**src/acc_pkg.sv**
```systemverilog
`default_nettype none
package acc_pkg;
  // ****************************************
  // Register map
  // ****************************************
  localparam int ACC_ADDR_W = 8;
  localparam logic [7:0] ACC_CTL0_OFS = 8'h00;
  localparam logic [7:0] ACC_CTL1_OFS = 8'h04;
  localparam logic [7:0] ACC_RES_HI_OFS = 8'h08;
  localparam logic [7:0] ACC_RES_LO_OFS = 8'h0C;
  localparam logic [7:0] ACC_FIFO_OFS = 8'h10;
  localparam logic [7:0] ACC_STAT_OFS = 8'h14;
  // ****************************************
  // Field positions and reset values
  // ****************************************
  localparam int ACC_CHAN_LSB = 0;
  localparam int ACC_REFLO_BIT = 4;
  localparam int ACC_REFPIN_BIT = 5;
  localparam int ACC_REPEAT_BIT = 6;
  localparam int ACC_START_BIT = 7;
  localparam int ACC_BUF_LSB = 0;
  localparam int ACC_STANDBY_BIT = 3;
  localparam int ACC_REFHI_BIT = 7;
  localparam int ACC_FIFO_VALID_BIT = 31;
  localparam int ACC_STAT_PWR_BIT = 3;
  localparam int ACC_STAT_STALL_BIT = 4;
  localparam int ACC_STAT_LEVEL_LSB = 8;
  localparam logic [3:0] ACC_CHAN_RST = 4'h0;
  localparam logic [2:0] ACC_BUF_RST = 3'h0;
  localparam logic [1:0] ACC_REF_OFF = 2'h0;
  // ****************************************
  // Timing, in system clock cycles; then timer and result widths and buffer depth
  // ****************************************
  localparam int ACC_FIRST_CONV_CYC = 5129;
  localparam int ACC_PWRUP_CYC = 40;
  localparam int ACC_REPEAT_CYC = 256;
  localparam int ACC_TMR_W = 13;
  localparam int ACC_RES_W = 13;
  localparam int ACC_FIFO_DEPTH = 16;
  // ****************************************
  // Operating mode
  // ****************************************
  typedef enum logic [2:0] {
    ACC_IDLE = 3'b001,
    ACC_FIRST = 3'b010,
    ACC_CONT = 3'b100
  } acc_mode_t;
endpackage : acc_pkg
`default_nettype wire

```
**src/acc_fifo.sv**
```systemverilog
`timescale 1ns/100ps
`default_nettype none
module acc_fifo #(
  parameter int WIDTH = 13,
  parameter int DEPTH = 16
) (
  input wire logic clock,
  input wire logic rst_n,
  input wire logic in_valid,
  output logic in_ready,
  input wire logic [WIDTH-1:0] in_data,
  output logic out_valid,
  input wire logic out_ready,
  output logic [WIDTH-1:0] out_data,
  output logic [$clog2(DEPTH):0] level
);
  localparam int AW = $clog2(DEPTH);

  typedef struct packed {
    logic [DEPTH-1:0][WIDTH-1:0] mem;
    logic [AW-1:0] wp;
    logic [AW-1:0] rp;
    logic [AW:0] cnt;
    logic [WIDTH-1:0] head;
  } acc_fifo_st_t;

  acc_fifo_st_t q, d;
  logic push, pop;

  // Head word is re-registered every cycle so read data leave a flop
  always_comb begin
    d = q;
    push = in_valid && in_ready;
    pop = out_valid && out_ready;
    if (push) begin
      d.mem[q.wp] = in_data;
      d.wp = q.wp + AW'(1);
    end
    if (pop) begin
      d.rp = q.rp + AW'(1);
    end
    d.cnt = q.cnt + (AW+1)'(push) - (AW+1)'(pop);
    d.head = d.mem[d.rp];
  end

  always_ff @(posedge clock or negedge rst_n) begin
    if (!rst_n) begin
      q <= '0;
    end else begin
      q <= d;
    end
  end

  assign in_ready = q.cnt != (AW+1)'(DEPTH);
  assign out_valid = q.cnt != '0;
  assign out_data = q.head;
  assign level = q.cnt;
endmodule : acc_fifo
`default_nettype wire

```
**src/acc_timer.sv**
```systemverilog
`timescale 1ns/100ps
`default_nettype none
module acc_timer #(
  parameter int W = 13
) (
  input wire logic clock,
  input wire logic rst_n,
  input wire logic load,
  input wire logic [W-1:0] load_val,
  output logic zero
);
  typedef struct packed {
    logic [W-1:0] cnt;
  } acc_timer_st_t;

  acc_timer_st_t q, d;

  // Stays at zero once there, so a stalled conversion waits in place
  always_comb begin
    d = q;
    if (load) begin
      d.cnt = load_val;
    end else if (q.cnt != '0) begin
      d.cnt = q.cnt - W'(1);
    end
  end

  always_ff @(posedge clock or negedge rst_n) begin
    if (!rst_n) begin
      q <= '0;
    end else begin
      q <= d;
    end
  end

  assign zero = q.cnt == '0;
endmodule : acc_timer
`default_nettype wire

```
**src/acc_ctrl.sv**
```systemverilog
// Functional notes
// - Three-bit buffer field picks single-ended/differential and buffered/unbuffered input.
// - Two-bit reference select, high bit in control 1, low bit in control 0.
// - Four-bit channel field in control 0 picks the analog source.
// - Repeat bit set to one selects continuous rather than single conversion.
// - Reference pin drive routes reference out; internal reference must be enabled.
// - Start bit written one begins conversion; control 0 fields taken in one write.
// - First result after 5129 cycles, plus 40 when powering up.
// - Start bit clears at first result and stays zero while continuous.
// - After the first, a fresh result every 256 cycles while continuous.
// - Result is 13-bit two's complement: high byte, low byte bits 7 to 3.
// - Conversion-complete request sent for the first and every later result.
// - Clearing the repeat bit ends continuous conversion.
// - No new requests while disabled; a pending one is not cleared.
//
// The APB slave port and the address map were decided locally.
`timescale 1ns/100ps
`default_nettype none
module acc_ctrl
  import acc_pkg::*;
#(
  parameter int FIRST_CYC = ACC_FIRST_CONV_CYC
) (
  input wire logic clock,
  input wire logic rst_n,
  input wire logic psel,
  input wire logic penable,
  input wire logic pwrite,
  input wire logic [ACC_ADDR_W-1:0] paddr,
  input wire logic [31:0] pwdata,
  output logic [31:0] prdata,
  output logic pready,
  output logic pslverr,
  input wire logic [ACC_RES_W-1:0] adc_sample,
  output logic adc_power,
  output logic [3:0] adc_channel,
  output logic [2:0] adc_buffer_cfg,
  output logic [1:0] adc_ref_sel,
  output logic adc_ref_out_en,
  output logic conv_done_irq
);
  // ****************************************
  // State
  // ****************************************
  typedef struct packed {
    acc_mode_t mode;
    logic [3:0] input_channel_select;
    logic ref_level_select_lo;
    logic ref_pin_drive;
    logic repeat_en;
    logic conversion_start_flag;
    logic [2:0] input_buffer_config;
    logic standby;
    logic ref_level_select_hi;
    logic powered;
    logic [7:0] result_high_byte;
    logic [7:0] result_low_byte;
    logic irq;
    logic [31:0] rdata;
    logic slverr;
    logic [13:0] since;
    logic [8:0] gap;
    logic stall;
    logic pu_added;
  } acc_state_t;

  acc_state_t q, d;

  localparam int FIFO_LW = $clog2(ACC_FIFO_DEPTH) + 1;

  logic acc_setup, acc_wr, conv_fire, conv_wait;
  logic tmr_load, tmr_zero;
  logic [ACC_TMR_W-1:0] tmr_val;
  logic fifo_in_ready, fifo_out_valid, fifo_out_ready;
  logic [ACC_RES_W-1:0] fifo_out_data;
  logic [FIFO_LW-1:0] fifo_level;

  function automatic logic acc_is_mapped(input logic [ACC_ADDR_W-1:0] a);
    acc_is_mapped = (a == ACC_CTL0_OFS) || (a == ACC_CTL1_OFS) ||
                    (a == ACC_RES_HI_OFS) || (a == ACC_RES_LO_OFS) ||
                    (a == ACC_FIFO_OFS) || (a == ACC_STAT_OFS);
  endfunction : acc_is_mapped

  // ****************************************
  // Cycle timer and result buffer
  // ****************************************
  acc_timer #(
    .W(ACC_TMR_W)
  ) u_timer (
    .clock(clock),
    .rst_n(rst_n),
    .load(tmr_load),
    .load_val(tmr_val),
    .zero(tmr_zero)
  );

  // A full buffer holds the finished conversion back until software drains it
  acc_fifo #(
    .WIDTH(ACC_RES_W),
    .DEPTH(ACC_FIFO_DEPTH)
  ) u_fifo (
    .clock(clock),
    .rst_n(rst_n),
    .in_valid(conv_fire),
    .in_ready(fifo_in_ready),
    .in_data(adc_sample),
    .out_valid(fifo_out_valid),
    .out_ready(fifo_out_ready),
    .out_data(fifo_out_data),
    .level(fifo_level)
  );

  // ****************************************
  // Next state
  // ****************************************
  always_comb begin
    d = q;
    d.irq = 1'b0;
    tmr_load = 1'b0;
    tmr_val = '0;
    acc_setup = psel && !penable;
    acc_wr = psel && penable && pwrite;
    conv_wait = (q.mode != ACC_IDLE) && tmr_zero;
    conv_fire = conv_wait && fifo_in_ready;
    // Elapsed-cycle counters feed only the timing checks; both saturate
    if (q.mode != ACC_IDLE && q.since != '1) begin
      d.since = q.since + 14'h0001;
    end
    if (q.gap != '1) begin
      d.gap = q.gap + 9'h001;
    end
    // Stall stays set until the late result lands or a new start clears it
    if (conv_wait && !fifo_in_ready) begin
      d.stall = 1'b1;
    end
    if (conv_fire) begin
      d.result_high_byte = adc_sample[12:5];
      d.result_low_byte = {adc_sample[4:0], 3'h0};
      d.irq = 1'b1;
      d.conversion_start_flag = 1'b0;
      d.gap = '0;
      d.stall = 1'b0;
      if (q.mode == ACC_FIRST && !q.repeat_en) begin
        d.mode = ACC_IDLE;
      end else begin
        d.mode = ACC_CONT;
        tmr_load = 1'b1;
        tmr_val = ACC_TMR_W'(ACC_REPEAT_CYC - 1);
      end
    end
    // Read data are captured in setup so the access phase never waits
    if (acc_setup) begin
      d.slverr = !acc_is_mapped(paddr);
      d.rdata = '0;
      if (!pwrite) begin
        case (paddr)
          ACC_CTL0_OFS: begin
            d.rdata[ACC_CHAN_LSB +: 4] = q.input_channel_select;
            d.rdata[ACC_REFLO_BIT] = q.ref_level_select_lo;
            d.rdata[ACC_REFPIN_BIT] = q.ref_pin_drive;
            d.rdata[ACC_REPEAT_BIT] = q.repeat_en;
            d.rdata[ACC_START_BIT] = q.conversion_start_flag;
          end
          ACC_CTL1_OFS: begin
            d.rdata[ACC_BUF_LSB +: 3] = q.input_buffer_config;
            d.rdata[ACC_STANDBY_BIT] = q.standby;
            d.rdata[ACC_REFHI_BIT] = q.ref_level_select_hi;
          end
          ACC_RES_HI_OFS: begin
            d.rdata[7:0] = q.result_high_byte;
          end
          ACC_RES_LO_OFS: begin
            d.rdata[7:0] = q.result_low_byte;
          end
          // Valid flag lets software drain without reading the level first
          ACC_FIFO_OFS: begin
            d.rdata[ACC_FIFO_VALID_BIT] = fifo_out_valid;
            d.rdata[ACC_RES_W-1:0] = fifo_out_data;
          end
          ACC_STAT_OFS: begin
            d.rdata[2:0] = q.mode;
            d.rdata[ACC_STAT_PWR_BIT] = q.powered;
            d.rdata[ACC_STAT_STALL_BIT] = q.stall;
            d.rdata[ACC_STAT_LEVEL_LSB +: FIFO_LW] = fifo_level;
          end
          default: begin
            d.rdata = '0;
          end
        endcase
      end
    end
    if (acc_wr && paddr == ACC_CTL0_OFS) begin
      d.input_channel_select = pwdata[ACC_CHAN_LSB +: 4];
      d.ref_level_select_lo = pwdata[ACC_REFLO_BIT];
      d.ref_pin_drive = pwdata[ACC_REFPIN_BIT];
      d.repeat_en = pwdata[ACC_REPEAT_BIT];
      if (q.mode == ACC_IDLE && pwdata[ACC_START_BIT]) begin
        d.conversion_start_flag = 1'b1;
        d.mode = ACC_FIRST;
        d.since = '0;
        d.stall = 1'b0;
        d.pu_added = !q.powered;
        tmr_load = 1'b1;
        if (q.powered) begin
          tmr_val = ACC_TMR_W'(FIRST_CYC - 1);
        end else begin
          tmr_val = ACC_TMR_W'(FIRST_CYC + ACC_PWRUP_CYC - 1);
        end
      end
      // Stopping wins over a result landing in the same cycle
      if (d.mode == ACC_CONT && !pwdata[ACC_REPEAT_BIT]) begin
        d.mode = ACC_IDLE;
      end
    end
    if (acc_wr && paddr == ACC_CTL1_OFS) begin
      d.input_buffer_config = pwdata[ACC_BUF_LSB +: 3];
      d.standby = pwdata[ACC_STANDBY_BIT];
      d.ref_level_select_hi = pwdata[ACC_REFHI_BIT];
    end
    // Idle powers the converter down unless standby asks otherwise;
    // the price is the power-up delay on the next start
    d.powered = (d.mode != ACC_IDLE) || (q.powered && d.standby);
  end

  // Reset brings the block up idle with the converter powered down
  always_ff @(posedge clock or negedge rst_n) begin
    if (!rst_n) begin
      q <= '0;
      q.mode <= ACC_IDLE;
      q.input_channel_select <= ACC_CHAN_RST;
      q.input_buffer_config <= ACC_BUF_RST;
    end else begin
      q <= d;
    end
  end

  // ****************************************
  // Outputs
  // ****************************************
  assign fifo_out_ready = psel && penable && !pwrite && paddr == ACC_FIFO_OFS &&
                          q.rdata[ACC_FIFO_VALID_BIT];
  assign prdata = q.rdata;
  // No wait states: read data were already captured in the setup cycle
  assign pready = psel && penable;
  assign pslverr = psel && penable && q.slverr;
  assign adc_power = q.powered;
  assign adc_channel = q.input_channel_select;
  assign adc_buffer_cfg = q.input_buffer_config;
  assign adc_ref_sel = {q.ref_level_select_hi, q.ref_level_select_lo};
  // Reference is only driven out while it is actually generated
  assign adc_ref_out_en = q.ref_pin_drive && adc_ref_sel != ACC_REF_OFF;
  assign conv_done_irq = q.irq;

  // ****************************************
  // Checks
  // ****************************************
  // Timing checks skip stalled results, whose cadence restarts late
  a_buf_field: assert property (@(posedge clock) disable iff (!rst_n)
    (acc_wr && paddr == ACC_CTL1_OFS) |=> adc_buffer_cfg == $past(pwdata[2:0]))
    else $error("buffer config not taken from write");

  a_ref_pair: assert property (@(posedge clock) disable iff (!rst_n)
    (acc_wr && paddr == ACC_CTL0_OFS) |=> adc_ref_sel[0] == $past(pwdata[ACC_REFLO_BIT]))
    else $error("reference low bit not taken from control 0");

  a_chan_select: assert property (@(posedge clock) disable iff (!rst_n)
    (acc_wr && paddr == ACC_CTL0_OFS) |=> adc_channel == $past(pwdata[3:0]))
    else $error("channel not taken from write");

  a_ref_pin: assert property (@(posedge clock) disable iff (!rst_n)
    adc_ref_out_en |-> adc_ref_sel != ACC_REF_OFF)
    else $error("reference driven out while disabled");

  a_start_begin: assert property (@(posedge clock) disable iff (!rst_n)
    (acc_wr && paddr == ACC_CTL0_OFS && pwdata[ACC_START_BIT] && q.mode == ACC_IDLE)
    |=> q.mode == ACC_FIRST && q.conversion_start_flag && adc_power)
    else $error("start write did not begin conversion");

  a_first_time: assert property (@(posedge clock) disable iff (!rst_n)
    (conv_fire && q.mode == ACC_FIRST && !q.stall) |->
    int'(q.since) == (q.pu_added ? FIRST_CYC + ACC_PWRUP_CYC - 1 : FIRST_CYC - 1))
    else $error("first conversion time wrong");

  a_start_clear: assert property (@(posedge clock) disable iff (!rst_n)
    (q.mode == ACC_CONT) |-> !q.conversion_start_flag)
    else $error("start bit set during continuous operation");

  a_cont_enter: assert property (@(posedge clock) disable iff (!rst_n)
    (conv_fire && q.mode == ACC_FIRST && q.repeat_en && !acc_wr) |=>
    q.mode == ACC_CONT && conv_done_irq)
    else $error("continuous mode not entered");

  a_cadence: assert property (@(posedge clock) disable iff (!rst_n)
    (conv_fire && q.mode == ACC_CONT && !q.stall) |-> int'(q.gap) == ACC_REPEAT_CYC - 1)
    else $error("continuous cadence wrong");

  a_result_irq: assert property (@(posedge clock) disable iff (!rst_n)
    conv_fire |=> conv_done_irq &&
    {q.result_high_byte, q.result_low_byte[7:3]} == $past(adc_sample) ##1 !conv_done_irq)
    else $error("result and request not written together");

  a_stop: assert property (@(posedge clock) disable iff (!rst_n)
    (acc_wr && paddr == ACC_CTL0_OFS && !pwdata[ACC_REPEAT_BIT] && q.mode == ACC_CONT)
    |=> q.mode == ACC_IDLE ##1 !conv_done_irq)
    else $error("continuous operation not stopped");

  a_idle_quiet: assert property (@(posedge clock) disable iff (!rst_n)
    (q.mode == ACC_IDLE) |=> !conv_done_irq)
    else $error("request raised while disabled");

  a_irq_pulse: assert property (@(posedge clock) disable iff (!rst_n)
    conv_done_irq |=> !conv_done_irq)
    else $error("request longer than one cycle");

  a_low_pad: assert property (@(posedge clock) disable iff (!rst_n)
    conv_done_irq |-> q.result_low_byte[2:0] == 3'h0)
    else $error("low result byte padding not zero");

  a_power_on: assert property (@(posedge clock) disable iff (!rst_n)
    (q.mode != ACC_IDLE) |-> adc_power)
    else $error("converter unpowered while converting");

  a_chan_hold: assert property (@(posedge clock) disable iff (!rst_n)
    !(acc_wr && paddr == ACC_CTL0_OFS) |=> $stable(adc_channel))
    else $error("channel changed without a control 0 write");

  a_buf_hold: assert property (@(posedge clock) disable iff (!rst_n)
    !(acc_wr && paddr == ACC_CTL1_OFS) |=> $stable(adc_buffer_cfg))
    else $error("buffer config changed without a control 1 write");

  a_ref_hi: assert property (@(posedge clock) disable iff (!rst_n)
    (acc_wr && paddr == ACC_CTL1_OFS) |=> adc_ref_sel[1] == $past(pwdata[ACC_REFHI_BIT]))
    else $error("reference high bit not taken from control 1");

  a_ref_drive: assert property (@(posedge clock) disable iff (!rst_n)
    (acc_wr && paddr == ACC_CTL0_OFS && pwdata[ACC_REFPIN_BIT] && pwdata[ACC_REFLO_BIT])
    |=> adc_ref_out_en)
    else $error("reference not driven out when asked");

  a_cont_stay: assert property (@(posedge clock) disable iff (!rst_n)
    (q.mode == ACC_CONT && !acc_wr) |=> q.mode == ACC_CONT)
    else $error("continuous operation left without a write");
endmodule : acc_ctrl
`default_nettype wire

```
**config.mk**
```make
export PLATFORM = sky130hd
export DESIGN_NAME = acc_ctrl
export DESIGN_NICKNAME = d
export VERILOG_FILES = /design/src/acc_pkg.sv /design/src/acc_fifo.sv /design/src/acc_timer.sv /design/src/acc_ctrl.sv
export SDC_FILE = /design/constraint.sdc
export NUM_CORES = 1
export LEC_CHECK = 0
export ABC_AREA = 1
export BUFFER_PORTS_ARGS = -buffer_cell sky130_fd_sc_hd__buf_4
export CORE_MARGIN = 2
export CORE_UTILIZATION = 25
export CTS_CLUSTER_DIAMETER = 100
export DETAILED_ROUTE_END_ITERATION = 10
export GPL_ROUTABILITY_DRIVEN = 0
export SETUP_SLACK_MARGIN = 0.05
export SYNTH_ARGS = -nofsm -noshare
export SYNTH_HDL_FRONTEND = slang
export SYNTH_SLANG_ARGS = --single-unit
```
**constraint.sdc**
```tcl
create_clock -name clock -period 3.24 [get_ports clock]
set_input_delay 0.324 -clock clock [delete_from_list [all_inputs] [get_ports clock]]
set_output_delay 0.324 -clock clock [all_outputs]
set_load 0.01 [all_outputs]
```
# Yosys cells after proc, flatten, opt, wreduce, memory -nomap -nowiden

Index checks and enable logic that the tools add are counted.

Register bits: 322

Add/sub/neg operators: 6
Order comparisons: 3
Eq/ne operators: 12
Muxes and demuxes: 40
Reductions and logical operators: 41

Operator list:

| kind                  | count |
|---|---|
| $mux 212              | 1 |
| $bwmux 208            | 1 |
| $mux 13               | 6 |
| $bmux 13 s4           | 1 |
| $demux 13 s4          | 1 |
| $mux 32               | 1 |
| $pmux 4 s6            | 1 |
| $logic_and 1x1->1     | 20 |
| $eq 8x4->1 const B    | 2 |
| $eq 8x5->1 const B    | 2 |
| $mux 8                | 2 |
| $mux 3                | 5 |
| $logic_not 13->1      | 1 |
| $reduce_bool 13->1    | 1 |
| $sub 13x1->13 const B | 1 |
| $mux 11               | 1 |
| $lt 4x5->1 const B    | 2 |
| $mux 10               | 1 |
| $pmux 1 s5            | 2 |
| $pmux 5 s2            | 1 |
| $add 9x1->9 const B   | 1 |
| $mux 1                | 9 |
| $mux 9                | 1 |
| $ne 9x9->1 const B    | 1 |
| other kinds (20)      | 37 |

# Logic depth before layout (Yosys ltp)

Gate-level depths: netlist of run 1.

Depth in word-level cells: 12
Gate-level depth with buffers: 15
Depth with buffers taken out: 14

# Cells and area by module

From an unflattened synthesis of run 1, not the netlist that was laid out.

Cells, all modules: 2474
Area total of the unflattened synthesis: 17194.0 sq um

Modules (own cells, without submodules):

| module    | times used | cells an instance | area an instance (sq um) |
|---|---|---|---|
| acc_fifo  | 1          | 1973              | 13586.8 |
| acc_ctrl  | 1          | 366               | 2696.3 |
| acc_timer | 1          | 135               | 910.9 |

# Worst setup path before layout of run 1

OpenSTA, ideal clock, no wires.

Path kind: flip-flop to flip-flop
From: register u_fifo.q (netlist bit u_fifo.level[3])
To: register u_fifo.q (netlist bit u_fifo.level[4])
Setup time: 0.079 ns
Data arrival time: 2.227 ns
Required time: 3.161 ns
Path slack: 0.934 ns
Cell stages (with the launch flop): 14
Path buffers: 0
Clock period less this slack: 2.306 ns
Cell sequence: dfrtp_1 -> inv_1 -> ha_1 -> nand3_2 -> nand3_4 -> inv_1 -> ha_1 -> inv_1 -> ha_1 -> fa_1 -> a21oi_1 -> nor2_1 -> nor2_1 -> xor2_1

RTL lines:

| item                   | line           | text |
|---|---|---|
| start, declared        | acc_fifo.sv:27 | `acc_fifo_st_t q, d;` |
| start signal, assigned | acc_fifo.sv:48 | `q <= '0;` |
| start signal, assigned | acc_fifo.sv:50 | `q <= d;` |

==> results of run 1 <==
==> cells in the final DEF (no fill, tap or decap), types with 2 or more instances in the layout <==
cell / netlist / routed
clkbuf_8: 0 / 7
clkbuf_16: 0 / 35
a31oi_1: 2 / 2
o31ai_1: 3 / 3
nor2_1: 37 / 37
nand3_1: 464 / 464
buf_4: 56 / 83
buf_12: 0 / 21
nand2_1: 919 / 919
o21ai_0: 247 / 247
conb_1: 1 / 18
inv_1: 77 / 77
a22o_1: 7 / 7
clkinv_2: 0 / 6
nand3_2: 2 / 2
ha_1: 13 / 13
dfrtp_1: 293 / 293
nand2_2: 4 / 3
nor3_1: 4 / 4
nor2_4: 1 / 2
xor2_1: 11 / 11
a21oi_1: 7 / 7
nand4_1: 6 / 6
nor3b_1: 2 / 2
o21ai_1: 2 / 2
mux2_2: 2 / 2
clkbuf_1: 62 / 11
xnor2_1: 6 / 6
inv_2: 8 / 6
nor2_2: 11 / 10
==> area by class of cell <==
class | instances | area share, %
Sequential cell | 294 | 38.7
Clock inverter | 7 | 0.336
Tap cell | 864 | 5.69
Timing Repair Buffer | 106 | 5.62
Inverter | 85 | 1.70
Clock buffer | 53 | 5.33
Multi-Input combinational cell | 1783 | 42.6
==> worst max-delay path: stages (launching register included) <==
cell and delay, ps:
dfrtp_1 370, inv_1 130, ha_1 220, nand2_1 70
nor2_1 230, nand4_4 290, inv_4 400, buf_4 250
nand2_1 80, nand3_1 80, nand3_1 80, nand3_1 150
nand3_1 100, nand2_1 210
==> registers in the layout (all words and copies together) (netlist names) <==
signal and cells:
adc_ref_sel 2, conv_done_irq 1, u_fifo.out_data 13, adc_buffer_cfg 3
u_fifo.level 5, prdata 14, adc_power 1, u_timer.q 13
adc_channel 4, u_fifo.q 216, q 22
==> power groups by stage <==
stage	Sequential [W]	Clock [W]	Combinational (W)
after detailed placement	0.00376	0	0.000255
final	0.00369	0.00381	0.000248
after CTS	0.00369	0.00389	0.000256
after global placement	0.00376	0	0.000253
after floorplan	0.00376	0	0.0000983
after global routing	0.00369	0.00403	0.000282
==> logic make-up (layout without fill, tap and decap cells) <==
family          Yosys count  in the layout  share of synthesized area, %
simple gates           1456           1456                          37.1
flops                   294            294                          44.2
compound gates          274            274                          8.61
buf+inv                 266            251                          7.76
xor+xnor                 19             19                          1.09
fa+ha+maj                14             14                          1.10
mux                       2              2                         0.135
other cells               1             18                        0.0225
==> metal layers <==
layer	GRT usage [%]	share of wire, %	wire [um]	vias up
li1	-	-	-	7541
met1	21.3	47	23800	7260
met2	23.5	44	22700	522
met3	2.03	6.9	3540	83
met4	4.05	2.1	1080	0
met5	0	0	0	-
==> worst max path at each step <==
| stage | startpoint | end | slack [ps] | cells past startpoint |
|---|---|---|---|---|
| after floorplan | u_fifo.level[3] | u_fifo.level[4] | 930 | 13 |
| after global placement | u_timer.q[0] | u_fifo.out_data[6] | 540 | 13 |
| after detailed placement | u_timer.q[0] | u_fifo.out_data[6] | 520 | 13 |
| after CTS | u_timer.q[0] | u_fifo.out_data[6] | 510 | 13 |
| after global routing | u_timer.q[0] | u_fifo.out_data[3] | 230 | 13 |
| final | u_timer.q[0] | u_fifo.out_data[3] | 440 | 13 |
==> stage by stage <==
step                total power [W]  hold slack (ps)  std cells
floorplan                   0.00385             28.4       2343
global placement            0.00401              447       3131
detailed placement          0.00401              456       3131
CTS                         0.00784             13.3       3192
global route                0.00800             16.6       3192
finish                      0.00775             29.8       3192
==> metrics.log, run 1 <==
[metrics] global-route wire length before repair: 81.6 mm
[metrics] Inserted Diodes: 0
[metrics] net switching share of the total power: 22.9%
[metrics] unrepaired setup endpoints after global routing: no
[metrics] most numerous cell types in the synthesized netlist: 919 x nand2_1, 464 x nand3_1, 293 x dfrtp_1, 247 x o21ai_0, 77 x inv_1
[metrics] leading cell type by number of instances after synthesis: nand2_1
[metrics] number of H-tree levels: 2
[metrics] Final Instance Area: 19000 um^2
[metrics] die area: 68700 um^2
[metrics] #FFs+latches synth: 294
[metrics] number of port buffers: 61
[metrics] R2R setup slack: 440 ps
[metrics] Multi-input gate area: 8100 um^2
[metrics] power density cells: 408 nW/um^2
[metrics] CTS buffer count: 35
[metrics] startpoint type of the worst setup path: register
[metrics] cts repair resizes: 0
[metrics] proportion of synthesized chip area in sequential cells: 44.2%
[metrics] classification of the worst-slack hold path: in2reg
[metrics] CP Data Arrival Time: 3210 ps
[metrics] core utilization of the finished layout: 28.9%
[metrics] worst rel slew slack: 39.5%
[metrics] total net switching power: 0.00178 W
[metrics] Post-CTS Repair Setup Buffers: 0
[metrics] final-report hold violation count: 0
[metrics] Vert. Die Dim: 262 um
[metrics] maximum number of pins on one net before global-route repair: 112
[metrics] worst reg2reg path depth: 13
[metrics] share of the cycle needed by the critical path after routing: 86.3%
[metrics] remaining number of nets flagged by the antenna check after routing: 0
[metrics] final critical path time including I/O delays and setup: 2800 ps
[metrics] total congestion overflow: 0
[metrics] overall die width: 262 um
[metrics] Hold Path Depth: 2
[metrics] Detailed Routing Iterations Pass 1: 6
[metrics] critical path start-end classification: reg2reg
[metrics] Flop pwr share: 47.6%
[metrics] Max Clk Rate: 358 MHz
[metrics] Mapped Area: 16700 um^2
[metrics] part of the power in combinational logic: 3.2%
[metrics] CTS sink count: 294
[metrics] measured slew at the worst slew-check pin: 905 ps
[metrics] Final Net Count: 2377
[metrics] setup violators final: 0
[metrics] initial antenna violation count: 0
[metrics] Worst Hold Endpoint: adc_ref_sel[0]
[metrics] via count of the first global-routing pass: 14400
[metrics] number of pins exceeding their max-slew limit in the final report: 0
[metrics] CTS clock-pin slew for the worst setup and hold paths: 60 ps
[metrics] biggest area contributors in the synthesized netlist: dfrtp_1 44%, nand2_1 21%, nand3_1 14%
[metrics] gate count after technology mapping: 2326
[metrics] area of the core: 65900 um^2
[metrics] clock latency on the worst-skew pair: 530 ps
[metrics] most used flip-flop cell after synthesis: dfrtp_1
[metrics] result of the run: finished clean
[metrics] layout-stage area growth over the synthesis result: 14.0%
[metrics] crit path setup slack, layout: 444 ps
[metrics] total leakage power: 9.19 nW
[metrics] required time of the critical path: 3650 ps
[metrics] Fin Clk Skew: 21.4 ps
[metrics] startpoint of the tightest hold check path: pwdata[4]
[metrics] WL per Instance: 16.0 um
[metrics] origin of the critical flop-to-flop path: u_timer.q[0]
[metrics] total negative setup slack: 0 ps
[metrics] overall routed net length: 51.1 mm
[metrics] critical path endpoint category: register
[metrics] portion of synthesized cell area occupied by the leading cell type: 44.0%
[metrics] async set-reset flop share out of synthesis: 100%
[metrics] endpoint of the lowest-slack register-to-register path: u_fifo.out_data[3]
[metrics] internal power component: 0.00597 W
[metrics] crit-path max FO: 24
[metrics] number of violations of the max-capacitance limit: 0
[metrics] Place WS: 518 ps
[metrics] number of different library cells in the post-synthesis netlist: 43
[metrics] number of enable flip-flop cells after synthesis: 0
[metrics] fraction of layout cells with a size suffix above 1: 8.20%
[metrics] Seq. cell area: 7360 um^2
[metrics] number of DRC markers after the initial detailed-route iteration: 1487
[metrics] hold buffers post-CTS: 1
[metrics] CTS tree: yes
[metrics] cell accounting for the most synthesized area: dfrtp_1
[metrics] number of vias after detailed routing: 15400
[metrics] vias per cell: 4.83
[metrics] Root Buffer: clkbuf_16
[metrics] Overall Global Routing Usage: 14.9%
[metrics] Max clock buf depth: 3
[metrics] filler cell count: 7053
[metrics] number of warnings reported in the yosys synthesis log: 0
[metrics] floorplan row count: 94
[metrics] Avg Synthesized Cell Area: 7.16 um^2
[metrics] IO Count: 104
[metrics] effective utilization at floorplan: 25.3%
[metrics] worst IR drop on VDD: 0.282 mV
[metrics] drt drc: 0
[metrics] HPWL reported at the end of detailed placement: 31.0 mm
[metrics] total placed instance area: 17900 um^2
[metrics] Clock Power Share: 49.2%
(Power assumes the default switching activity.)
==> inputs of run 2 (changes only) <==
Settings changed: ABC_CLOCK_PERIOD_IN_PS set to 3240, RECOVER_POWER set to 50, REMOVE_ABC_BUFFERS set to 1.
==> run 2 against run 1 <==
Effect of this change: the run now ends with max-capacitance violations, max-slew violations left; critical path depth is the same; worst setup slack gained 200 ps; critical path type unchanged; via count grew 0.70%.
==> metrics.log, run 2 (synthesis results as in run 1) <==
[metrics] Most flops, register: u_fifo.q
[metrics] crit-path max FO: 24 (unchanged)
[metrics] classification of the worst-slack hold path: in2reg
[metrics] total negative setup slack: 0 ps (unchanged)
[metrics] Finished Layout Cells: 3204 (+0.38%)
[metrics] Vert. Die Dim: 262 um (unchanged)
[metrics] drt drc: 0 (unchanged)
[metrics] HPWL reported at the end of detailed placement: 31.7 mm (+2.2%)
[metrics] Multi-input gate area: 8100 um^2 (about the same)
[metrics] required time of the critical path: 3710 ps (+60 ps)
[metrics] Detailed Routing Iterations Pass 1: 6 (unchanged)
[metrics] worst rel slew slack: -55.7% (-95 points)
[metrics] initial antenna violation count: 0 (unchanged)
[metrics] unrepaired setup endpoints after global routing: no
[metrics] Design Power: 0.00800 W (+3.2%)
[metrics] CTS tree: yes
[metrics] total congestion overflow: 0 (unchanged)
[metrics] filler cell count: 7136 (+1.2%)
[metrics] die area: 68700 um^2 (unchanged)
[metrics] measured slew at the worst slew-check pin: 2330 ps (+1430 ps)
[metrics] final critical path time including I/O delays and setup: 2600 ps (-201 ps)
[metrics] number of vias after detailed routing: 15500 (+0.70%)
[metrics] global-route wire length before repair: 83.6 mm (+2.5%)
[metrics] remaining number of nets flagged by the antenna check after routing: 0 (unchanged)
[metrics] violated checks: max-capacitance violations, max-slew violations
[metrics] effective utilization at floorplan: 25.3% (unchanged)
[metrics] Overall Global Routing Usage: 15.4% (+0.50 points)
[metrics] setup violators final: 0 (unchanged)
[metrics] area of the core: 65900 um^2 (unchanged)
[metrics] overall die width: 262 um (unchanged)
[metrics] CTS clock-pin slew for the worst setup and hold paths: 60 ps (about the same)
[metrics] number of port buffers: 61 (unchanged)
[metrics] via count of the first global-routing pass: 14800 (+2.8%)
[metrics] Max Clk Rate: 385 MHz (+7.8%)
[metrics] overall routed net length: 52.5 mm (+2.7%)
[metrics] share of the cycle needed by the critical path after routing: 80.1% (-6.2 points)
[metrics] most frequent standard cell in the layout excluding fill and tap cells: nand2_1
[metrics] number of DRC markers after the initial detailed-route iteration: 1483 (-0.27%)
[metrics] WL per Instance: 16.4 um (+2.3%)
[metrics] cts repair resizes: 0 (unchanged)
[metrics] fraction of layout cells with a size suffix above 1: 8.03% (-0.17 points)
[metrics] maximum number of pins on one net before global-route repair: 147 (+31%)
[metrics] critical path endpoint category: register
[metrics] floorplan row count: 94 (unchanged)
[metrics] final-report hold violation count: 0 (unchanged)
[metrics] total leakage power: 9.21 nW (+0.18%)
[metrics] Final Net Count: 2386 (+0.38%)
[metrics] clock latency on the worst-skew pair: 560 ps (+30 ps)
[metrics] startpoint of the tightest hold check path: pwdata[5]
[metrics] power density cells: 420 nW/um^2 (+3.0%)
[metrics] number of H-tree levels: 2 (unchanged)
[metrics] Root Buffer: clkbuf_16
[metrics] origin of the critical flop-to-flop path: u_timer.q[0]
[metrics] number of pins exceeding their max-slew limit in the final report: 83 (+83)
[metrics] startpoint type of the worst setup path: register
[metrics] Fin Clk Skew: 19.8 ps (-1.60 ps)
[metrics] layout-stage area growth over the synthesis result: 14.2%
[metrics] highest-count cells in the layout ignoring fill and taps: 919 x nand2_1, 465 x nand3_1, 293 x dfrtp_1
[metrics] result of the run: complete, but fails checks
[metrics] Seq. cell area: 7360 um^2 (unchanged)
[metrics] vias per cell: 4.84 (+0.32%)
[metrics] CP Data Arrival Time: 3060 ps (-150 ps)
[metrics] number of violations of the max-capacitance limit: 1 (+1)
[metrics] worst IR drop on VDD: 0.277 mV (-1.8%)
[metrics] CTS buffer count: 36 (+2.9%)
[metrics] IO Count: 104 (unchanged)
[metrics] Inserted Diodes: 0 (unchanged)
[metrics] cell total after placement: 3137 (+0.19%)
[metrics] CTS sink count: 294 (unchanged)
[metrics] Max clock buf depth: 3 (unchanged)
[metrics] number of flip-flops under the largest register name: 216 (unchanged)
[metrics] critical path start-end classification: reg2reg
[metrics] Crit. Startpoint: u_timer.q[0]
-- run 2: changes by cell type in the layout (fill, tap and decap cells not counted), moves of 2 or more --
cell,before,now
clkbuf_1,11,21
buf_12,21,15
clkbuf_16,35,37
nor2_2,10,8
dlygate4sd3_1,1,3
bufinv_16,1,3
clkbuf_8,7,3
nor2_1,37,39
clkbuf_4,0,2
clkbuf_2,0,2
-- run 2: worst paths after layout --
check | to | slack (ps) | cells after the start
min in group asynchronous | u_fifo.q[76] | 1020 | 2
max in group asynchronous | u_fifo.q[134] | 830 | 3
worst min register to register | prdata[1] | 490 | 2
worst min-delay path | q[83] | 40 | 3
worst max-delay path | u_fifo.out_data[11] | 640 | 13
worst max register to register | u_fifo.out_data[11] | 640 | 13
-- run 2: final cells by class --
cell class / count / area share [%]
multi-input cells: 1783 / 42.6
flip-flops and latches: 294 / 38.7
well taps: 864 / 5.68
clock buffers: 53 / 5.34
repair buffers: 114 / 5.34
inverters: 85 / 1.70
clock inverters: 11 / 0.723
-- run 2: worst max-delay path, stage by stage, from the launching register on --
cell	delay (ps)
dfrtp_1	380
inv_1	140
ha_1	230
nand2_1	70
nor2_1	230
nand4_4	200
inv_4	260
buf_4	330
nand2_1	110
nand3_1	100
nand3_1	70
nand3_1	130
nand3_1	110
nand2_1	140
-- run 2: layer usage --
layer / track usage (%) / up-vias / routed length, um
li1: - / 7549 / -
met1: 21.0 / 7391 / 24200
met2: 24.8 / 477 / 23500
met3: 2.30 / 97 / 3250
met4: 5.38 / 0 / 1490
met5: 0 / - / 0
-- run 2: per-stage QoR --
step                setup slack (ps)  util, %  instance area (um^2)  hold WS [ps]
floorplan                      -4480        -                 15800          28.4
global placement                 646     27.2                 17900           399
detailed placement               651     27.2                 17900           403
CTS                              647     29.0                 19100          4.15
global route                     365     28.9                 19000          26.9
finish                           645     28.9                 19000          37.5
-- run 2: power breakdown --
part / switching (W) / internal, W
registers: 0.00000941 / 0.00368
clock network: 0.00164 / 0.00242
logic: 0.000184 / 0.0000618
-- run 2: repair_timing --
| action | 4_1_cts | 5_1_grt |
|---|---|---|
| endpoints found under the hold margin | 80 | 0 |
| setup buffers | 0 | 0 |
| hold buffers | 3 | 0 |
